===== config.mk =====
export PLATFORM = sky130hd
export DESIGN_NAME = qhp_host_port
export DESIGN_NICKNAME = d
export VERILOG_FILES = /design/src/qhp_pkg.sv /design/src/qhp_chan_regs.sv /design/src/qhp_host_port.sv
export SDC_FILE = /design/constraint.sdc
export NUM_CORES = 1
export LEC_CHECK = 0
export BUFFER_PORTS_ARGS = -buffer_cell sky130_fd_sc_hd__buf_2
export CAP_MARGIN = 10
export CORE_ASPECT_RATIO = 1.75
export CORE_MARGIN = 1
export CORE_UTILIZATION = 25
export CTS_CLUSTER_DIAMETER = 120
export DETAILED_ROUTE_END_ITERATION = 16
export GPL_ROUTABILITY_DRIVEN = 1
export PLACE_DENSITY = 0.49
export SETUP_SLACK_MARGIN = 0.15
export SKIP_CTS_REPAIR_TIMING = 1
export SYNTH_ARGS = -nofsm -noshare
export SYNTH_HDL_FRONTEND = slang
export SYNTH_HIERARCHICAL = 1
export SYNTH_SLANG_ARGS = --single-unit

===== constraint.sdc =====
create_clock -name core_clk -period 2.31 [get_ports core_clk]
set_input_delay 0.231 -clock core_clk [delete_from_list [all_inputs] [get_ports core_clk]]
set_output_delay 0.231 -clock core_clk [all_outputs]
set_load 0.02 [all_outputs]

===== src/qhp_pkg.sv =====
package qhp_pkg;
  // Bus styles chosen by the strap
  localparam logic STRAP_SEPARATE = 1'b1;
  localparam logic STRAP_COMMON = 1'b0;
  // Bus widths and channel count
  localparam int NUM_CH = 4;
  localparam int DATA_W = 8;
  localparam int REG_SEL_W = 3;
  localparam int CH_SEL_W = 2;
  // Per-channel register bits steering the interrupt path
  localparam int MODEM_CTRL_IRQ_EN_BIT = 3;
  localparam logic [7:0] REG_RESET = 8'h00;
  // Register index of the modem control register inside a channel
  localparam logic [2:0] MODEM_CTRL_INDEX = 3'h4;
  // Register index of the interrupt enable register inside a channel
  localparam logic [2:0] IER_INDEX = 3'h1;
  // Access phase of the host strobe tracker
  typedef enum logic [1:0] {
    QHP_IDLE = 2'b00,
    QHP_ACTIVE = 2'b01
  } qhp_phase_t;
endpackage


===== src/qhp_chan_regs.sv =====
`timescale 1ns/10ps
// Register bank of one channel: eight byte registers and its interrupt term.
module qhp_chan_regs #(
  parameter int DW = qhp_pkg::DATA_W
) (
  // Clock and reset
  input wire logic core_clk,
  input wire logic srst,
  // Access from the bus port
  input wire logic wr_pulse,
  input wire logic [2:0] reg_sel,
  input wire logic [DW-1:0] wr_data,
  // Channel state
  output logic [DW-1:0] rd_data,
  output logic modem_irq_en,
  output logic irq_enabled,
  // Raw interrupt condition from the serial engine
  input wire logic irq_cond
);
  typedef struct packed {
    logic [7:0][DW-1:0] regs;
  } qhp_chan_state_t;

  qhp_chan_state_t st_ff;
  qhp_chan_state_t nxt_st;

  // ============================================================
  // Register storage
  always_comb begin
    nxt_st = st_ff;
    if (wr_pulse) begin
      nxt_st.regs[reg_sel] = wr_data;
    end
  end

  always_ff @(posedge core_clk) begin
    if (srst) begin
      st_ff <= '0;
    end else begin
      st_ff <= nxt_st;
    end
  end

  // Selected byte and interrupt gating terms
  assign rd_data = st_ff.regs[reg_sel];
  assign modem_irq_en = st_ff.regs[qhp_pkg::MODEM_CTRL_INDEX][qhp_pkg::MODEM_CTRL_IRQ_EN_BIT];
  assign irq_enabled = (|st_ff.regs[qhp_pkg::IER_INDEX]) & irq_cond;
endmodule


===== src/qhp_host_port.sv =====
`timescale 1ns/10ps
// Operation
// - Strap high separate strobes, low common select
// - Common style: write is direction, reset low
// - Common style: channel interrupts wired-OR onto one
// - Three low address bits pick the register
// - Upper bits choose channel while select low
// - Separate style: upper bits are chip selects
// - Common select low enables the one channel chosen by upper bits
// - Separate style: only selected channel responds
// - Separate style: common select is channel one
// - Separate style: falling read strobe drives selected register
// - Falling write strobe stores data byte
// - Separate style: interrupt driven when enable, control bit, condition
// - Separate style: force input overrides modem control enable bit
module qhp_host_port #(
  parameter int NCH = qhp_pkg::NUM_CH,
  parameter int DW = qhp_pkg::DATA_W
) (
  // Clock and reset
  input wire logic core_clk,
  input wire logic srst,
  // Bus style strap and device reset pin
  input wire logic bus_style_strap,
  input wire logic reset_pin,
  // Host strobes and selects
  input wire logic read_strobe_n,
  input wire logic write_strobe_n,
  input wire logic first_channel_select_n,
  input wire logic [qhp_pkg::CH_SEL_W-1:0] channel_select_bits,
  input wire logic fourth_channel_select_n,
  input wire logic [qhp_pkg::REG_SEL_W-1:0] register_select_bits,
  // Data bus as three signals
  input wire logic [DW-1:0] data_in,
  output logic [DW-1:0] data_out,
  output logic data_oe,
  // Interrupts
  input wire logic interrupt_output_force,
  input wire logic [NCH-1:0] irq_cond,
  output logic [NCH-1:0] chan_irq,
  output logic [NCH-1:0] chan_irq_oe,
  output logic irq_req,
  output logic irq_req_oe,
  // Device reset seen by the channel logic
  output logic dev_reset
);
  typedef struct packed {
    qhp_pkg::qhp_phase_t rd_phase;
    qhp_pkg::qhp_phase_t wr_phase;
    logic [DW-1:0] data_out;
    logic data_oe;
    logic [NCH-1:0] chan_irq;
    logic [NCH-1:0] chan_irq_oe;
    logic irq_req;
    logic irq_req_oe;
    logic dev_reset;
  } qhp_state_t;

  qhp_state_t st_ff;
  qhp_state_t nxt_st;

  logic sep_style;
  logic [NCH-1:0] ch_sel;
  logic rd_req;
  logic wr_req;
  logic [NCH-1:0] wr_pulse;
  logic [NCH-1:0] modem_en;
  logic [NCH-1:0] irq_on;
  logic [NCH-1:0][DW-1:0] rd_bank;
  logic [DW-1:0] rd_sel;
  logic [qhp_pkg::CH_SEL_W-1:0] ch_idx;

  // ============================================================
  // Bus style decode
  // strap selects style
  assign sep_style = (bus_style_strap == qhp_pkg::STRAP_SEPARATE);

  // Channel selection for both styles
  always_comb begin
    ch_sel = '0;
    ch_idx = '0;
    if (sep_style) begin
      ch_sel[0] = ~first_channel_select_n;
      ch_sel[1] = ~channel_select_bits[0];
      ch_sel[2] = ~channel_select_bits[1];
      ch_sel[3] = ~fourth_channel_select_n;
      for (int i = NCH - 1; i >= 0; i--) begin
        if (ch_sel[i]) begin
          ch_idx = qhp_pkg::CH_SEL_W'(i);
        end
      end
    end else if (!first_channel_select_n) begin
      ch_idx = channel_select_bits;
      ch_sel[ch_idx] = 1'b1;
    end
  end

  // Access requests; common style treats write strobe as direction
  always_comb begin
    if (sep_style) begin
      rd_req = ~read_strobe_n & (|ch_sel);
      wr_req = ~write_strobe_n & (|ch_sel);
    end else begin
      rd_req = write_strobe_n & (|ch_sel);
      wr_req = ~write_strobe_n & (|ch_sel);
    end
  end

  // ============================================================
  // Channel register banks
  // One write pulse on the strobe's leading edge only; a strobe held low
  // for many cycles must not rewrite the register with later bus values.
  // relies on stable address
  genvar g;
  generate
    for (g = 0; g < NCH; g++) begin : g_ch
      assign wr_pulse[g] = wr_req & (st_ff.wr_phase == qhp_pkg::QHP_IDLE) & (ch_idx == g);
      qhp_chan_regs #(
        .DW(DW)
      ) u_regs (
        .core_clk(core_clk),
        .srst(st_ff.dev_reset),
        .wr_pulse(wr_pulse[g]),
        .reg_sel(register_select_bits),
        .wr_data(data_in),
        .rd_data(rd_bank[g]),
        .modem_irq_en(modem_en[g]),
        .irq_enabled(irq_on[g]),
        .irq_cond(irq_cond[g])
      );
    end
  endgenerate

  assign rd_sel = rd_bank[ch_idx];

  // ============================================================
  // Next state of the port
  always_comb begin
    nxt_st = st_ff;
    nxt_st.dev_reset = srst | (sep_style ? reset_pin : ~reset_pin);
    nxt_st.wr_phase = wr_req ? qhp_pkg::QHP_ACTIVE : qhp_pkg::QHP_IDLE;
    nxt_st.rd_phase = rd_req ? qhp_pkg::QHP_ACTIVE : qhp_pkg::QHP_IDLE;
    nxt_st.data_oe = rd_req;
    if (rd_req) begin
      nxt_st.data_out = rd_sel;
    end
    if (sep_style) begin
      nxt_st.chan_irq = irq_on;
      nxt_st.chan_irq_oe = modem_en | {NCH{interrupt_output_force}};
      nxt_st.irq_req = 1'b0;
      nxt_st.irq_req_oe = 1'b0;
    end else begin
      nxt_st.chan_irq = '0;
      nxt_st.chan_irq_oe = '0;
      nxt_st.irq_req = |irq_on;
      nxt_st.irq_req_oe = |irq_on;
    end
  end

  // State register
  always_ff @(posedge core_clk) begin
    if (srst) begin
      st_ff <= '0;
      st_ff.dev_reset <= 1'b1;
    end else begin
      st_ff <= nxt_st;
    end
  end

  // Outputs straight from flip-flops
  assign data_out = st_ff.data_out;
  assign data_oe = st_ff.data_oe;
  assign chan_irq = st_ff.chan_irq;
  assign chan_irq_oe = st_ff.chan_irq_oe;
  assign irq_req = st_ff.irq_req;
  assign irq_req_oe = st_ff.irq_req_oe;
  assign dev_reset = st_ff.dev_reset;
endmodule


# --- After elaboration in Yosys (flattened, before gate mapping) ---
# Cells that the tools add are included.
word_totals:
  register_bits: 277
  latchBits: 0
  mem_bits_rw: 0
  mem_bits_ro: 0
  inputBits: 26
  output_inout_bits: 20
  word_cells: 110
  memories: 0
op_classes:
  n_addsub: 0
  multipliers: 0
  div_mod_pow: 0
  magnitude_cmp: 5
  eq_ne: 3
  n_shift: 0
  muxes: 29
  n_bitwise: 22
  reduce_logical: 12
ops:
  columns: ["operator", "n"]
  rows:
  - ["$bwmux W64", 4]
  - ["$bmux W8 S3", 4]
  - ["$mux W8", 6]
  - ["$reduce_or A8 Y1", 4]
  - ["$demux W8 S3", 1]
  - ["$bmux W8 S2", 1]
  - ["$and A1 B1 Y1", 12]
  - ["$mux W2", 6]
  - ["$mux W4", 2]
  - ["$not A1 Y1", 8]
  - ["$reduce_or A4 Y1", 2]
  - ["$lt A2 B3 Y1 const B", 2]
  - ["$eq A2 B2 Y1 const B", 2]
  - ["$logic_not A2 Y1", 2]
  - ["$lt A3 B4 Y1 const B", 1]
  - ["$mux W1", 4]
  - ["$or A4 B4 Y4", 1]
  - ["$reduce_or A2 Y1", 2]
  - ["$ge A3 B1 Y1 const B", 1]
  - ["$demux W1 S2", 1]
  - ["$eq A2 B1 Y1 const B", 1]
  - ["$ge A2 B1 Y1 const B", 1]
  - ["$logic_and A1 B1 Y1", 2]
  - ["$or A1 B1 Y1", 1]

# --- Depth between registers and ports, before layout ---
logic_depth:
  word_depth: 10
  mapped_depth: 9
  ltp_nobuf: 7

# --- Hierarchy ---
# The synthesis kept the hierarchy.
modules_own_cells:
  columns: ["mod", "n_inst", "cells_each", "area_per_inst_um2", "seq_area_each_um2"]
  rows:
  - ["qhp_chan_regs", 4, 327, 2974.1, 1281.2]
  - ["qhp_host_port", 1, 117, 1066.0, 400.4]

# --- Least setup slack after synthesis ---
# No wires, ideal clock.
synth_path:
  kind: "input -> register"
  startpoint: "in first_channel_select_n"
  endpoint: "reg g_ch[1].u_regs/st_ff[15] (netlist bit)"
  setup_ps: 128
  arrival_time_ps: 1974
  required_time_ps: 2182
  setup_slack_ps: 208
  stages: 9
  n_path_buf: 3
  cell_sequence: "buf_6 -> or4b_4 -> o21ai_4 -> nor2b_1 -> buf_2 -> and4bb_2 -> buf_4 -> mux2i_1 -> nor2_1"
synth_via:
  elab_chain_len: 6
  word_cells_on_any_way: 11
  cone_classes: "1 x eq/ne; 5 x mux; 4 x bitwise; 1 x reduce/logical"
synth_lines:
  columns: ["element", "line_no", "source"]
  rows:
  - ["start, declared", "qhp_host_port.sv:29", "input wire logic first_channel_select_n,"]
  - ["$mux W4 / $not A1 Y1 (equally long branches)", "qhp_host_port.sv:92, qhp_host_port.sv:83", null]
  - ["$mux W4", "qhp_host_port.sv:82", "if (sep_style) begin"]
  - ["$reduce_or A4 Y1", "qhp_host_port.sv:102, qhp_host_port.sv:105", null]
  - ["$and A1 B1 Y1", "qhp_host_port.sv:102, qhp_host_port.sv:105", null]
  - ["$and A1 B1 Y1", "qhp_host_port.sv:117", "assign wr_pulse[g] = wr_req & (st_ff.wr_phase == qhp_pkg::QHP_IDLE) & (ch_idx == g);"]
  - ["$and A1 B1 Y1 *", "qhp_host_port.sv:117", null]
  - ["via wr_pulse[1]", "qhp_host_port.sv:66", "logic [NCH-1:0] wr_pulse;"]
  - ["end signal, assigned", "qhp_chan_regs.sv:40", "st_ff <= nxt_st;"]
  - ["end, declared", "qhp_chan_regs.sv:24", "qhp_chan_state_t st_ff;"]
# The timed path passes the listed nets; every way through them passes the cells marked *.
# A chain may end at the register's enable or synchronous reset.

# --- Final worst setup path ---
layout_path:
  startpoint: "in write_strobe_n"
  endpoint: "reg g_ch[1].u_regs/st_ff[2] (netlist bit)"
layout_via:
  elab_chain_len: 4
layout_lines:
  columns: ["element", "line_no", "source"]
  rows:
  - ["start, declared", "qhp_host_port.sv:28", "input wire logic write_strobe_n,"]
  - ["$not A1 Y1", "qhp_host_port.sv:102, qhp_host_port.sv:105", null]
  - ["$and A1 B1 Y1", "qhp_host_port.sv:102, qhp_host_port.sv:105", null]
  - ["$and A1 B1 Y1 (2 in a row)", "qhp_host_port.sv:117", null]
  - ["via wr_pulse[1]", "qhp_host_port.sv:66", null]
# The timed path passes the listed nets, and every way through them passes these cells.

==> metrics.yaml <==
min_path:
  hold_depth: 3
  min_path_type: "input port to register"
  hold_start: "interrupt_output_force"
yosys:
  yosys.area_share.xor_xnor_pct: 0.06757
  synthDistinctLibCells: 51
  synthesis.nets: 1451
  avgSynthCellArea_sq_um: 9.096
  synth_compound_area_share_pct: 11.14
  syn_inst: 1425
  muxShareOfSynthArea_pct: 18.65
  async_reset_ff_share_pct: 0
  synth_fa_ha_area_share_pct: 0
  ys_warn_count: 6
  yosysSeqAreaShare_pct: 42.63
  synth_area_sq_um: 12960
  synthFlopType: "dfxtp_1"
  synth-simple-area-share_pct: 20.55
  ys_ff_latch: 276
  synth-edff-count: 0
  synth_top_family_by_area: "simple AND/OR/NAND/NOR gates"
drt:
  wl_per_cell_microns: 19.37
  antenna_left: 0
  dr.first_iter.drc_count: 503
  routed_wl_microns: 41150
  drc: 0
  firstDrtPassIters: 7
  num_vias: 10180
  vias_per_cell: 4.788
pwr:
  power_density_nw_per_um2: 694.4
  peakVddDrop_v: 0.0004650
  leakage_nw: 4.966
status:
  outcome: "complete, no violations"
place:
  placed_cell_area_sq_um: 13980
  pre_cts_slack_ns: -0.05732
  io_buffers: 45
  post-dp-hpwl_microns: 29070
  gp_congestion: 0.8148
  place_inst: 2074
global_route:
  antenna_found_initial: 3
  grt_max_degree: 57
  grt_pass1_wl_microns: 61790
  grt_pass1_vias: 10150
  grt_usage_pct: 15.39
  overflow: 0
sta:
  max-slew-margin-rel_pct: 38.09
  finalSetupViolations: 0
  tightest_slew_ns: 0.9286
  fin_crit_sh_pct: 87.08
  fin_worst_skew_ns: 0.008629
  tns_ns: 0
  layout_setup_ws_ns: 0.2986
  max_freq_mhz: 497.2
  period_needed_ns: 2.011
  finalMaxSlewViolations: 0
  hold_viol_final: 0
  rsz0062_at_grt: "no"
worst_setup_path:
  path_cells: "dlygate4sd3_1 > buf_2 > a211o_1 > nor2b_1 > buf_4 > or4b_1 > nand2_1 > a21oi_1"
  critPathRequiredTime_ns: 2.73
  cpLargestDelayFamily: "simple AND/OR/NAND/NOR gates"
  setup.worst_path.class: "input port to register"
  slowest_stage: "or4b_1"
  rrSetupSlack_ns: 0.34
  endpoint_kind: "register"
  worstSetupStartpoint: "write_strobe_n"
  r2r-start: "st_ff[20]"
  path_buf_inv: 3
  cp.depth: 8
  worstPathArrival_ns: 2.43
  cpPeakStageDelay_ns: 0.62
  critical_path.max_fanout: 8
  cp-start-kind: "input port"
  reg2reg_depth: 6
finish:
  final_cell_mix: "342 x nand2_1, 275 x dfxtp_1, 161 x a21oi_1"
  num-fill-cells: 5348
  nets: 1459
  stdcell_count: 2125
  layout-drive-gt1-share_pct: 16.46
  layout_commonest_cell: "nand2_1"
  postLayoutCellArea_sq_um: 14950
  areaGrowthSynthToFinish_pct: 15.36
  utilization_pct: 29.13
floorplanning:
  start_util_pct: 25.25
  num_rows: 110
  die_w_microns: 174.1
  die_h_microns: 303.2
  design.core.area_sq_um: 51340
  die-area_sq_um: 52800
  io_pins: 46
clock_network:
  clockBufferDepth: 3
  clock_insertion_delay_worst_skew_ns: 0.55
  cts_sinks: 276
  cts_buffers: 27
  htree_num_levels: 1
  clk_pin_slew_worst_paths_ns: 0.06
  cts_root_buffer: "clkbuf_16"
  cts_tree: "done"
job:
  cap_violations: 0
-- kinds of logic after synthesis --
logic type                count (synthesis)
DFF                                     276
muxes                                   188
and+or+nand+nor                         567
buffers and inverters                   158
xor gates and xnor gates                  1
AOI/OAI and AO/OA                       235
-- sequential cells by signal, indices dropped and copies added, names as in the netlist --
| signal | cells |
|---|---|
| g_ch.u_regs/modem_irq_en | 4 |
| chan_irq | 4 |
| irq_req_oe | 1 |
| st_ff | 1 |
| data_oe | 1 |
| data_out | 8 |
| g_ch.u_regs/st_ff | 252 |
| dev_reset | 1 |
| chan_irq_oe | 4 |
-- routing by layer --
metal / wire [microns] / up-vias / track usage [%] / part of all wire (%)
met5: 25 / - / 0 / 0.061
met4: 2125 / 6 / 8.104 / 5.2
met3: 1386 / 80 / 1.699 / 3.4
met2: 21850 / 221 / 29.57 / 53
met1: 15770 / 4898 / 16.35 / 38
li1: - / 4970 / - / -
-- final timing paths --
path,to
worst max-delay path,g_ch[1].u_regs/st_ff[2]
worst min-delay path,chan_irq_oe[1]
worst max register to register,g_ch[1].u_regs/st_ff[2]
worst min register to register,g_ch[0].u_regs/st_ff[45]
-- worst min-delay path, delay by kind of cell --
kind                   cells  cell delay [ns]
AND/OR/NAND/NOR            2             0.13
buffers and inverters      1             0.15
-- cells in the mapped netlist (9+ instances only) --
cell type	number	share of area, %
a22oi_1	13	0.75
and4bb_2	12	1.2
and4b_1	12	0.93
nand4b_1	13	0.88
mux2_2	36	3.1
nor2b_1	12	0.58
o211ai_1	12	0.70
nor3_1	13	0.50
mux2i_1	120	9.3
nor2_1	111	3.2
buf_4	41	2.4
a21oi_1	161	6.2
nor4_1	9	0.43
buf_2	17	0.66
mux4_1	24	4.9
clkbuf_1	73	2.1
nand2_1	342	9.9
dfxtp_1	276	43
-- final cells by class --
| cell class | instances | area (sq um) | area share (%) |
|---|---|---|---|
| tap | 672 | 840.8 | 5.623 |
| timing repair buffer | 132 | 1079 | 7.213 |
| clock inverter | 8 | 165.2 | 1.105 |
| inverter | 5 | 18.77 | 0.1255 |
| clock buffer | 40 | 784.5 | 5.246 |
| antenna | 1 | 2.502 | 0.01673 |
| multi-input combinational | 991 | 6534 | 43.70 |
| sequential | 276 | 5529 | 36.98 |
-- report_power, final --
part           leakage [nW]  internal [mW]  total [mW]  switching, mW
sequential             2.23           4.78        4.83         0.0451
combinational          2.27          0.257       0.758          0.501
clock                 0.467           2.89        4.80           1.90
-- metrics by stage --
step	total power, mW	hold WS, ns
after floorplan	5.412	0.3026
after global placement	5.690	0.4369
after detailed placement	5.695	0.4437
after CTS	10.51	-0.1001
after global routing	10.75	0.02549
final	10.38	0.008911
Note: power is estimated with default switching activity, not from simulation.
